### config.mk
export PLATFORM = sky130hd
export DESIGN_NAME = uart_control_and_baud_gen
export DESIGN_NICKNAME = d
export VERILOG_FILES = /design/src/verilog/uart_ctrl_pkg.sv /design/src/verilog/uart_control_and_baud_gen.sv
export VERILOG_INCLUDE_DIRS = /design/src /design/src/verilog
export SDC_FILE = /design/constraint.sdc
export NUM_CORES = 1
export LEC_CHECK = 0
export BUFFER_PORTS_ARGS = -buffer_cell sky130_fd_sc_hd__buf_2
export CELL_PAD_IN_SITES_DETAIL_PLACEMENT = 1
export CELL_PAD_IN_SITES_GLOBAL_PLACEMENT = 1
export CORE_MARGIN = 1.5
export CORE_UTILIZATION = 37
export DETAILED_ROUTE_END_ITERATION = 7
export PLACE_DENSITY = 0.8
export SYNTH_ARGS = -nofsm -noshare
export SYNTH_HDL_FRONTEND = slang
export SYNTH_SLANG_ARGS = --single-unit
### constraint.sdc
create_clock -name pclk -period 1.93 [get_ports pclk]
set_input_delay 0.0965 -clock pclk [delete_from_list [all_inputs] [get_ports pclk]]
set_output_delay 0.0965 -clock pclk [all_outputs]
set_load 0.03 [all_outputs]
### src/verilog/uart_ctrl_map.svh
`ifndef UART_CTRL_MAP_SVH
`define UART_CTRL_MAP_SVH
// ==========================================================
// register byte offsets
`define OFS_CTRL_ONE 8'h00
`define OFS_CTRL_TWO 8'h04
`define OFS_SWIRE 8'h08
`define OFS_DATA 8'h0c
`define OFS_BAUD 8'h10
`define OFS_STATUS 8'h14
// ==========================================================
// ctrl_one fields
`define B1_PORT_EN 7
`define B1_WORD_LEN 6
`define B1_BREAK 2
`define B1_RX_NINTH 1
`define B1_TX_NINTH 0
// uart_ctrl_two fields
`define B2_TX_EN 7
`define B2_RX_EN 6
`define B2_SPEED 5
`define B2_ADDR_EN 4
`define B2_WAKE_EN 3
`define B2_RIE 2
`define B2_TIIE 1
`define B2_TEIE 0
// status fields
`define BS_WAKE 4
`define BS_OVERRUN 3
`define BS_RX_AVAIL 2
`define BS_TX_IDLE 1
`define BS_TX_EMPTY 0
// ==========================================================
// reset values and baud factors
`define RST_CTRL 8'h00
`define RST_DATA 8'h00
`define RST_BAUD 8'h00
`define PRE_TOP_LOW 6'h3f
`define PRE_TOP_HIGH 6'h0f
`endif

### src/verilog/uart_ctrl_pkg.sv
package uart_ctrl_pkg;
    // transmit path state, one-hot
    typedef enum logic [2:0] {
        TX_IDLE = 3'b001,
        TX_SHIFT = 3'b010,
        TX_BREAK = 3'b100
    } tx_state_t;
    typedef logic [7:0] reg_byte_t;
endpackage

### src/verilog/uart_control_and_baud_gen.sv
`timescale 1ns/10ps
`include "uart_ctrl_map.svh"
module uart_control_and_baud_gen (
    input wire logic pclk,
    input wire logic presetn,
    input wire logic clk_en,
    input wire logic psel,
    input wire logic penable,
    input wire logic pwrite,
    input wire logic [7:0] paddr,
    input wire logic [31:0] pwdata,
    output logic [31:0] prdata,
    output logic pready,
    output logic pslverr,
    input wire logic port_clock_on,
    input wire logic tx_serial,
    input wire logic tx_busy,
    input wire logic rx_word_valid,
    input wire logic [8:0] rx_word,
    output logic tx_start,
    output logic [8:0] tx_word,
    output logic tx_active,
    output logic rx_active,
    output logic rx_serial,
    output logic nine_bit_mode,
    output logic baud_tick,
    output logic transmit_pin_o,
    output logic transmit_pin_oe_n,
    input wire logic shared_pin_i,
    output logic shared_pin_o,
    output logic shared_pin_oe_n,
    output logic irq_request,
    output logic wake_request
);
    // ======================================================
    // state
    uart_ctrl_pkg::reg_byte_t ctrl_one_q, ctrl_two_q, baud_q, tx_hold_q, rx_data_q;
    logic single_wire_q, rx_ninth_q, hold_full_q;
    logic overrun_q, rx_avail_q, tx_idle_q, tx_empty_q;
    logic shared_prev_q;
    logic [7:0] div_cnt_q;
    logic [5:0] pre_cnt_q;
    uart_ctrl_pkg::tx_state_t tx_state_q, tx_state_d;

    // count down with wrap; used by both baud counters
    function automatic logic [7:0] wrap_dec(input logic [7:0] v, input logic [7:0] top);
        wrap_dec = (v == 8'h00) ? top : v - 8'h01;
    endfunction

    // ======================================================
    // control decode
    wire port_en = ctrl_one_q[`B1_PORT_EN];
    wire word9 = ctrl_one_q[`B1_WORD_LEN];
    wire brk = ctrl_one_q[`B1_BREAK];
    wire tx_en = ctrl_two_q[`B2_TX_EN];
    wire rx_en = ctrl_two_q[`B2_RX_EN];
    wire speed_hi = ctrl_two_q[`B2_SPEED];
    wire addr_en = ctrl_two_q[`B2_ADDR_EN];
    wire wake_en = ctrl_two_q[`B2_WAKE_EN];
    wire tx_on = port_en & tx_en;
    wire rx_on = port_en & rx_en;
    // single wire transmits on the shared pin only when the receiver is off
    wire sw_tx = single_wire_q & tx_on & ~rx_en;
    wire tx_pin_drive = tx_on & ~single_wire_q;

    // ======================================================
    // apb decode; one setup cycle, then access phase completes at once
    wire setup = psel & ~penable;
    wire wr = psel & penable & pready & pwrite;
    wire rd = psel & penable & pready & ~pwrite;
    wire hit_one = (paddr == `OFS_CTRL_ONE);
    wire hit_two = (paddr == `OFS_CTRL_TWO);
    wire hit_sw = (paddr == `OFS_SWIRE);
    wire hit_data = (paddr == `OFS_DATA);
    wire hit_baud = (paddr == `OFS_BAUD);
    wire hit_stat = (paddr == `OFS_STATUS);
    wire hit_any = hit_one | hit_two | hit_sw | hit_data | hit_baud | hit_stat;
    wire [7:0] stat_byte = {3'h0, wake_request, overrun_q, rx_avail_q, tx_idle_q, tx_empty_q};
    // transmit-only ninth bit reads zero; received ninth bit read in its place
    wire [7:0] one_rd = {ctrl_one_q[7:2], rx_ninth_q, 1'b0};
    wire [7:0] rd_byte;
    assign rd_byte = hit_one ? one_rd :
                     hit_two ? ctrl_two_q :
                     hit_sw ? {7'h00, single_wire_q} :
                     hit_data ? rx_data_q :
                     hit_baud ? baud_q :
                     hit_stat ? stat_byte : 8'h00;
    // a full holding register refuses the write rather than lose the older byte
    wire data_wr = wr & hit_data & ~hold_full_q;
    wire data_rd = rd & hit_data;

    // ======================================================
    // apb answer registers
    always_ff @(posedge pclk or negedge presetn) begin
        if (!presetn) begin
            pready <= 1'b0;
            pslverr <= 1'b0;
            prdata <= 32'h00000000;
        end else if (clk_en) begin
            pready <= setup;
            pslverr <= setup & ~hit_any;
            prdata <= setup ? {24'h000000, rd_byte} : 32'h00000000;
        end
    end

    // ======================================================
    // control registers; master disable clears transmit and receive enables and break only
    always_ff @(posedge pclk or negedge presetn) begin
        if (!presetn) begin
            ctrl_one_q <= `RST_CTRL;
            ctrl_two_q <= `RST_CTRL;
            single_wire_q <= 1'b0;
            baud_q <= `RST_BAUD;
        end else if (clk_en) begin
            if (wr & hit_one) ctrl_one_q <= pwdata[7:0];
            else if (!port_en) ctrl_one_q[`B1_BREAK] <= 1'b0;
            if (wr & hit_two) ctrl_two_q <= pwdata[7:0];
            else if (!port_en) ctrl_two_q[7:6] <= 2'b00;
            if (wr & hit_sw) single_wire_q <= pwdata[0];
            if (wr & hit_baud) baud_q <= pwdata[7:0];
        end
    end

    // ======================================================
    // baud generator: prescaler of 64 or 16, then divide by N+1
    wire [7:0] pre_top = speed_hi ? {2'b00, `PRE_TOP_HIGH} : {2'b00, `PRE_TOP_LOW};
    wire pre_wrap = ({2'b00, pre_cnt_q} == 8'h00);
    wire tick_now = pre_wrap & (div_cnt_q == 8'h00);
    // next prescaler count at the function width; only its low six bits are stored
    wire [7:0] pre_next = wrap_dec({2'b00, pre_cnt_q}, pre_top);
    always_ff @(posedge pclk or negedge presetn) begin
        if (!presetn) begin
            pre_cnt_q <= 6'h00;
            div_cnt_q <= 8'h00;
            baud_tick <= 1'b0;
        end else if (clk_en) begin
            if (!port_en) begin
                pre_cnt_q <= pre_top[5:0];
                div_cnt_q <= baud_q;
                baud_tick <= 1'b0;
            end else begin
                // one tick feeds both directions
                pre_cnt_q <= pre_next[5:0];
                if (pre_wrap) div_cnt_q <= wrap_dec(div_cnt_q, baud_q);
                baud_tick <= tick_now;
            end
        end
    end

    // ======================================================
    // transmit path state
    always_comb begin
        tx_state_d = tx_state_q;
        case (tx_state_q)
            uart_ctrl_pkg::TX_IDLE: begin
                if (brk) tx_state_d = uart_ctrl_pkg::TX_BREAK;
                else if (tx_start | tx_busy) tx_state_d = uart_ctrl_pkg::TX_SHIFT;
            end
            uart_ctrl_pkg::TX_SHIFT: begin
                if (!tx_busy & !tx_start & !hold_full_q) begin
                    tx_state_d = brk ? uart_ctrl_pkg::TX_BREAK : uart_ctrl_pkg::TX_IDLE;
                end
            end
            uart_ctrl_pkg::TX_BREAK: begin
                if (!brk) tx_state_d = uart_ctrl_pkg::TX_IDLE;
            end
            default: tx_state_d = uart_ctrl_pkg::TX_IDLE;
        endcase
        if (!tx_on) tx_state_d = uart_ctrl_pkg::TX_IDLE;
    end

    // holding register handed to the shifter when it is free
    wire hand_over = hold_full_q & ~tx_busy & ~tx_start & tx_on &
                     (tx_state_q != uart_ctrl_pkg::TX_BREAK);
    always_ff @(posedge pclk or negedge presetn) begin
        if (!presetn) begin
            tx_state_q <= uart_ctrl_pkg::TX_IDLE;
            tx_hold_q <= `RST_DATA;
            hold_full_q <= 1'b0;
            tx_start <= 1'b0;
            tx_word <= 9'h000;
        end else if (clk_en) begin
            tx_state_q <= tx_state_d;
            tx_start <= hand_over;
            if (hand_over) tx_word <= {ctrl_one_q[`B1_TX_NINTH] & word9, tx_hold_q};
            if (data_wr) tx_hold_q <= pwdata[7:0];
            if (!tx_on) hold_full_q <= 1'b0;
            else if (data_wr) hold_full_q <= 1'b1;
            else if (hand_over) hold_full_q <= 1'b0;
        end
    end

    // ======================================================
    // receive path and flags; a new word beats a clearing read
    wire addr_bit = word9 ? rx_word[8] : rx_word[7];
    wire rx_keep = rx_word_valid & rx_on & (~addr_en | addr_bit);
    wire idle_now = ~hold_full_q & ~tx_busy & ~tx_start & ~hand_over;
    always_ff @(posedge pclk or negedge presetn) begin
        if (!presetn) begin
            rx_data_q <= `RST_DATA;
            rx_ninth_q <= 1'b0;
            rx_avail_q <= 1'b0;
            overrun_q <= 1'b0;
            tx_idle_q <= 1'b1;
            tx_empty_q <= 1'b1;
        end else if (clk_en) begin
            // a word that lands with the clearing read replaces the byte just read
            if (rx_keep & (~rx_avail_q | data_rd)) begin
                rx_data_q <= rx_word[7:0];
                rx_ninth_q <= rx_word[8] & word9;
            end
            if (!rx_on) begin
                rx_avail_q <= 1'b0;
                overrun_q <= 1'b0;
            end else begin
                if (rx_keep) rx_avail_q <= 1'b1;
                else if (data_rd) rx_avail_q <= 1'b0;
                // word lost while the previous one is still unread
                if (rx_keep & rx_avail_q & ~data_rd) overrun_q <= 1'b1;
                else if (data_rd) overrun_q <= 1'b0;
            end
            tx_empty_q <= ~hold_full_q | ~tx_on;
            tx_idle_q <= idle_now | ~tx_on;
        end
    end

    // ======================================================
    // pins, enables to the shifter, interrupt request
    wire [2:0] irq_src = {ctrl_two_q[`B2_RIE] & (overrun_q | rx_avail_q),
                          ctrl_two_q[`B2_TIIE] & tx_idle_q,
                          ctrl_two_q[`B2_TEIE] & tx_empty_q};
    wire line_out = (tx_state_q == uart_ctrl_pkg::TX_BREAK) ? 1'b0 : tx_serial;
    always_ff @(posedge pclk or negedge presetn) begin
        if (!presetn) begin
            transmit_pin_o <= 1'b1;
            transmit_pin_oe_n <= 1'b1;
            shared_pin_o <= 1'b1;
            shared_pin_oe_n <= 1'b1;
            rx_serial <= 1'b1;
            tx_active <= 1'b0;
            rx_active <= 1'b0;
            nine_bit_mode <= 1'b0;
            irq_request <= 1'b0;
        end else if (clk_en) begin
            transmit_pin_o <= line_out;
            transmit_pin_oe_n <= ~tx_pin_drive;
            shared_pin_o <= line_out;
            shared_pin_oe_n <= ~sw_tx;
            rx_serial <= rx_on ? shared_pin_i : 1'b1;
            tx_active <= tx_on;
            rx_active <= rx_on;
            nine_bit_mode <= word9;
            irq_request <= |irq_src;
        end
    end

    // ======================================================
    // pin wake: only while the port clock is stopped
    wire pin_fall = shared_prev_q & ~shared_pin_i;
    always_ff @(posedge pclk or negedge presetn) begin
        if (!presetn) begin
            shared_prev_q <= 1'b1;
            wake_request <= 1'b0;
        end else if (clk_en) begin
            shared_prev_q <= shared_pin_i;
            // set wins over a clearing write; software then restarts the clock
            if (wake_en & ~port_clock_on & pin_fall) wake_request <= 1'b1;
            else if (wr & hit_stat & pwdata[`BS_WAKE]) wake_request <= 1'b0;
        end
    end

    // ======================================================
    // checks
    // two ticks after a divisor or speed change: the first period may still be old
    logic [15:0] gap_q;
    logic [1:0] seen_q;
    always_ff @(posedge pclk or negedge presetn) begin
        if (!presetn) begin
            gap_q <= 16'h0000;
            seen_q <= 2'h0;
        end else if (clk_en) begin
            gap_q <= baud_tick ? 16'h0001 : gap_q + 16'h0001;
            if (!port_en | (wr & (hit_baud | hit_two))) seen_q <= 2'h0;
            else if (baud_tick & (seen_q != 2'h2)) seen_q <= seen_q + 2'h1;
        end
    end

    baud_period_a: assert property (@(posedge pclk) disable iff (!presetn)
        clk_en & baud_tick & (seen_q == 2'h2) |->
        gap_q == (speed_hi ? 16'd16 : 16'd64) * ({8'h00, baud_q} + 16'd1))
        else $error("baud tick spacing wrong");
    tx_float_a: assert property (@(posedge pclk) disable iff (!presetn)
        clk_en & ~tx_on |=> transmit_pin_oe_n & ~tx_start & tx_empty_q)
        else $error("transmit pin not released");
    rx_float_a: assert property (@(posedge pclk) disable iff (!presetn)
        clk_en & ~rx_on |=> ~rx_active & ~rx_avail_q & rx_serial)
        else $error("receiver not reset");
    addr_keep_a: assert property (@(posedge pclk) disable iff (!presetn)
        clk_en & rx_word_valid & rx_on & addr_en & addr_bit |=> rx_avail_q)
        else $error("address word lost");
    addr_drop_a: assert property (@(posedge pclk) disable iff (!presetn)
        clk_en & rx_word_valid & addr_en & ~addr_bit & ~rx_avail_q |=> ~rx_avail_q)
        else $error("data word not dropped");
    wake_gate_a: assert property (@(posedge pclk) disable iff (!presetn)
        clk_en & (port_clock_on | ~wake_en) |=> ~$rose(wake_request))
        else $error("wake while clock runs");
    irq_rx_a: assert property (@(posedge pclk) disable iff (!presetn)
        clk_en & ctrl_two_q[`B2_RIE] & rx_avail_q |=> irq_request)
        else $error("receive irq missing");
    irq_mask_a: assert property (@(posedge pclk) disable iff (!presetn)
        clk_en & (ctrl_two_q[2:0] == 3'b000) |=> ~irq_request)
        else $error("masked irq raised");
    master_off_a: assert property (@(posedge pclk) disable iff (!presetn)
        clk_en & ~port_en & ~wr ##1 clk_en |=> ~tx_en & tx_idle_q & tx_empty_q)
        else $error("master disable incomplete");
    swire_both_a: assert property (@(posedge pclk) disable iff (!presetn)
        clk_en & single_wire_q & tx_en & rx_en |=> shared_pin_oe_n)
        else $error("shared pin driven with both on");
    swire_zero_a: assert property (@(posedge pclk) disable iff (!presetn)
        clk_en & setup & hit_sw |=> prdata[31:1] == 31'h00000000)
        else $error("upper bits not zero");
endmodule // uart_control_and_baud_gen

==> impl_metrics.yaml <==
clock_tree:
  clk_pin_slew_ns: 0.06
  root_buffer: "clkbuf_16"
  clk_latency_ns: 0.35
  htreeDepth: 3
  cts_buffers: 9
  cts.sinks: 94
  cts_tree: "built"
  clock_path_buffers: 2
placement:
  dp.cells: 688
  dpl.hpwl_mm: 9.66
  placed_area_sq_um: 5380
  gp_congestion: 0.891
  port_buffers: 66
yosys:
  synth_cell_types: 59
  synth_area_leaders: "dfrtp_1, mux2_2, dfstp_2"
  avgSynthCellArea_sq_um: 10.8
  yosysTopAreaCellShare: 0.453
  yosysSeqAreaShare: 0.498
  synthTopCellsByCount: "dfrtp_1, mux2_2, buf_4, inv_1, nor2_1"
  async_flop_share: 1.00
  yosysWarnings: 0
  synth_ff_type: "dfrtp_1"
  synthMostInstantiatedCell: "dfrtp_1"
  ys_ff_latch: 94
  yosysTopAreaCell: "dfrtp_1"
  synth_edf_count: 0
  synth_cells: 439
  netlist_area_sq_um: 4750
die:
  rows: 41
  io_pins: 115
  core_sq_um: 12600
  dieArea_sq_um: 13500
  fp.dieH_um: 116
  start_util: 0.378
  die_x_um: 116
sta:
  period_needed_ns: 1.90
  rsz0062_at_grt: "false"
  slew_viol_final: 0
  period_share: 0.985
  hold_violations: 0
  slew_headroom: 0.655
  worst_pin_slew_ns: 0.518
  fmax_mhz: 526
  final-setup-viol-count: 0
  finClkSkew_ns: 0.00678
route:
  first_pass_iters: 4
  ant_nets: 0
  via_per_inst: 5.32
  vias: 3791
  drt_iter0_drc: 221
  wl_per_cell_um: 18.8
  drt_wl_total_mm: 13.4
  route.detailed.drc: 0
global_route:
  grt_first_pass_wirelength_mm: 21.5
  grt_usage: 0.212
  grt-ovfl-total: 0
  grt_max_degree: 70
  grt_pass1_vias: 4027
  antenna_found_initial: 0
finish:
  fin_util: 0.461
  nets: 599
  fin_area_sq_um: 5790
  areaGrowthSynthToFinish_pct: 22.0
  instances_no_fill: 713
  layout-drive-gt1-share: 0.340
  n_antenna_cell: 0
worst_setup_path:
  arrival_ns: 2.13
  required_ns: 2.16
  path_max_fanout: 7
  path_class: "register to register"
  crit_chain: "nand3_2 > or4_4 > or4_4 > mux2_4"
  cp-start-kind: "register"
  crit_path_end_kind: "register"
  crit_top_cell: "or4_4"
  slowest_delay_ns: 0.54
  crit_slowest_cell: "or4_4"
  critPathLaunch: "pready$_DFFE_PN0P_"
  r2r_start: "pready$_DFFE_PN0P_"
run:
  cap_violations: 0
power_and_ir_drop:
  ir_drop_uv: 414
  pwr_density_cell_nw_per_um2: 810
  p_leak_nw: 2.82
status:
  outcome: "completed"
hold_path:
  hold_class: "input pin to register"
  hp-start: "rx_word[2]"
-- state kept, by name (all words and copies together) (netlist names), 6 cells and up --
name and count:
div_cnt_q 8, rx_data_q 8, ctrl_two_q 8, baud_q 8, ctrl_one_q 7, prdata 8
tx_word 9, tx_hold_q 8, pre_cnt_q 6
-- cell families (layout without fill, tap and decap cells) --
family	Yosys count	count (layout)	share of synthesized area
AND/OR/NAND/NOR	111	111	0.127
other	1	24	0.000790
adder cells (fa/ha/maj)	3	3	0.00791
XOR/XNOR	1	1	0.00185
flip-flops	94	94	0.498
multiplexers	61	61	0.147
AO/OA/AOI/OAI	95	95	0.139
buffers and inverters	73	152	0.0794
-- metal layers --
layer / wire [um] / global-route usage
met5: 0 / 0
met4: 444 / 0.101
met3: 512 / 0.0337
met2: 6920 / 0.369
met1: 5520 / 0.257
-- layout make-up --
type / instances / area, sq um
clock buffers: 10 / 229
fillers: 1422 / 6780
well taps: 172 / 215
repair buffers: 108 / 687
multi-input cells: 295 / 2120
inverters: 28 / 105
clock inverters: 6 / 71.3
flip-flops and latches: 94 / 2360
-- final timing paths --
| kind | to | slack [ns] | cells after the start |
|---|---|---|---|
| max in group asynchronous | transmit_pin_oe_n$_DFFE_PN1P_ | 1.02 | 3 |
| setup reg to reg | ctrl_one_q[3]$_DFFE_PN0P_ | 0.03 | 4 |
| setup / recovery | ctrl_one_q[3]$_DFFE_PN0P_ | 0.03 | 4 |
| hold reg to reg | shared_pin_o$_DFFE_PN1P_ | 0.49 | 1 |
| hold / removal | rx_data_q[2]$_DFFE_PN0P_ | 0.004 | 2 |
| min in group asynchronous | prdata[3]$_DFFE_PN0P_ | 0.20 | 2 |
-- report_power, final --
group / switching (mW) / internal (mW) / total, mW
Combinational: 0.434 / 0.293 / 0.727
Sequential: 0.0983 / 2.07 / 2.17
Clock: 0.777 / 1.01 / 1.79
Total: 1.31 / 3.38 / 4.69
-- critical path: cells and delay by family, from the launching register on --
family        cells  cell delay, ns
simple gates      3            1.08
flops             1            0.36
mux               1            0.33
-- what timing repair did --
| action | in CTS | in global routing |
|---|---|---|
| setup buffers | 1 | 0 |
| setup endpoints to repair | 18 | 11 |
| resized for setup | 2 | 2 |
| pin swaps | 4 | 2 |
| hold buffers | 8 | 0 |
| endpoints found under the hold margin | 32 | 0 |
-- through the flow --
stage / TNS [ns] / setup slack [ns] / power, mW / hold slack [ns]
final: 0 / 0.0283 / 4.69 / 0.00385
after global placement: -9.17 / -0.329 / 2.88 / 0.0233
after detailed placement: -10.30 / -0.358 / 2.92 / 0.0360
after CTS: -0.299 / -0.0512 / 4.72 / 0.000689
after global routing: 0 / 0.0109 / 4.89 / 0.0173
after floorplan: -2.68 / -0.225 / 2.67 / -0.199
-- cells in the final DEF, fill, tap and decap left out, drive strengths merged, types with 3 or more instances in the layout --
cell type    instances
nand3b               5
mux2i               11
ha                   3
o2bb2ai              6
nor3                 6
clkinv               6
or4                  4
dfstp                8
nor3b                6
nand4                4
a211oi               5
nor2b                6
nand2               23
a21oi               17
a22oi                7
nand3               10
o21ai               22
dlygate4sd3          8
a221oi               3
nor4                 3
clkbuf              10
nand2b               4
inv                 25
nor2                24
o31ai                3
and2                 5
o211ai               4
buf                100
or3                  3
o32ai                7
mux2                50
conb                24
dfrtp               86
(Power assumes the default switching activity.)
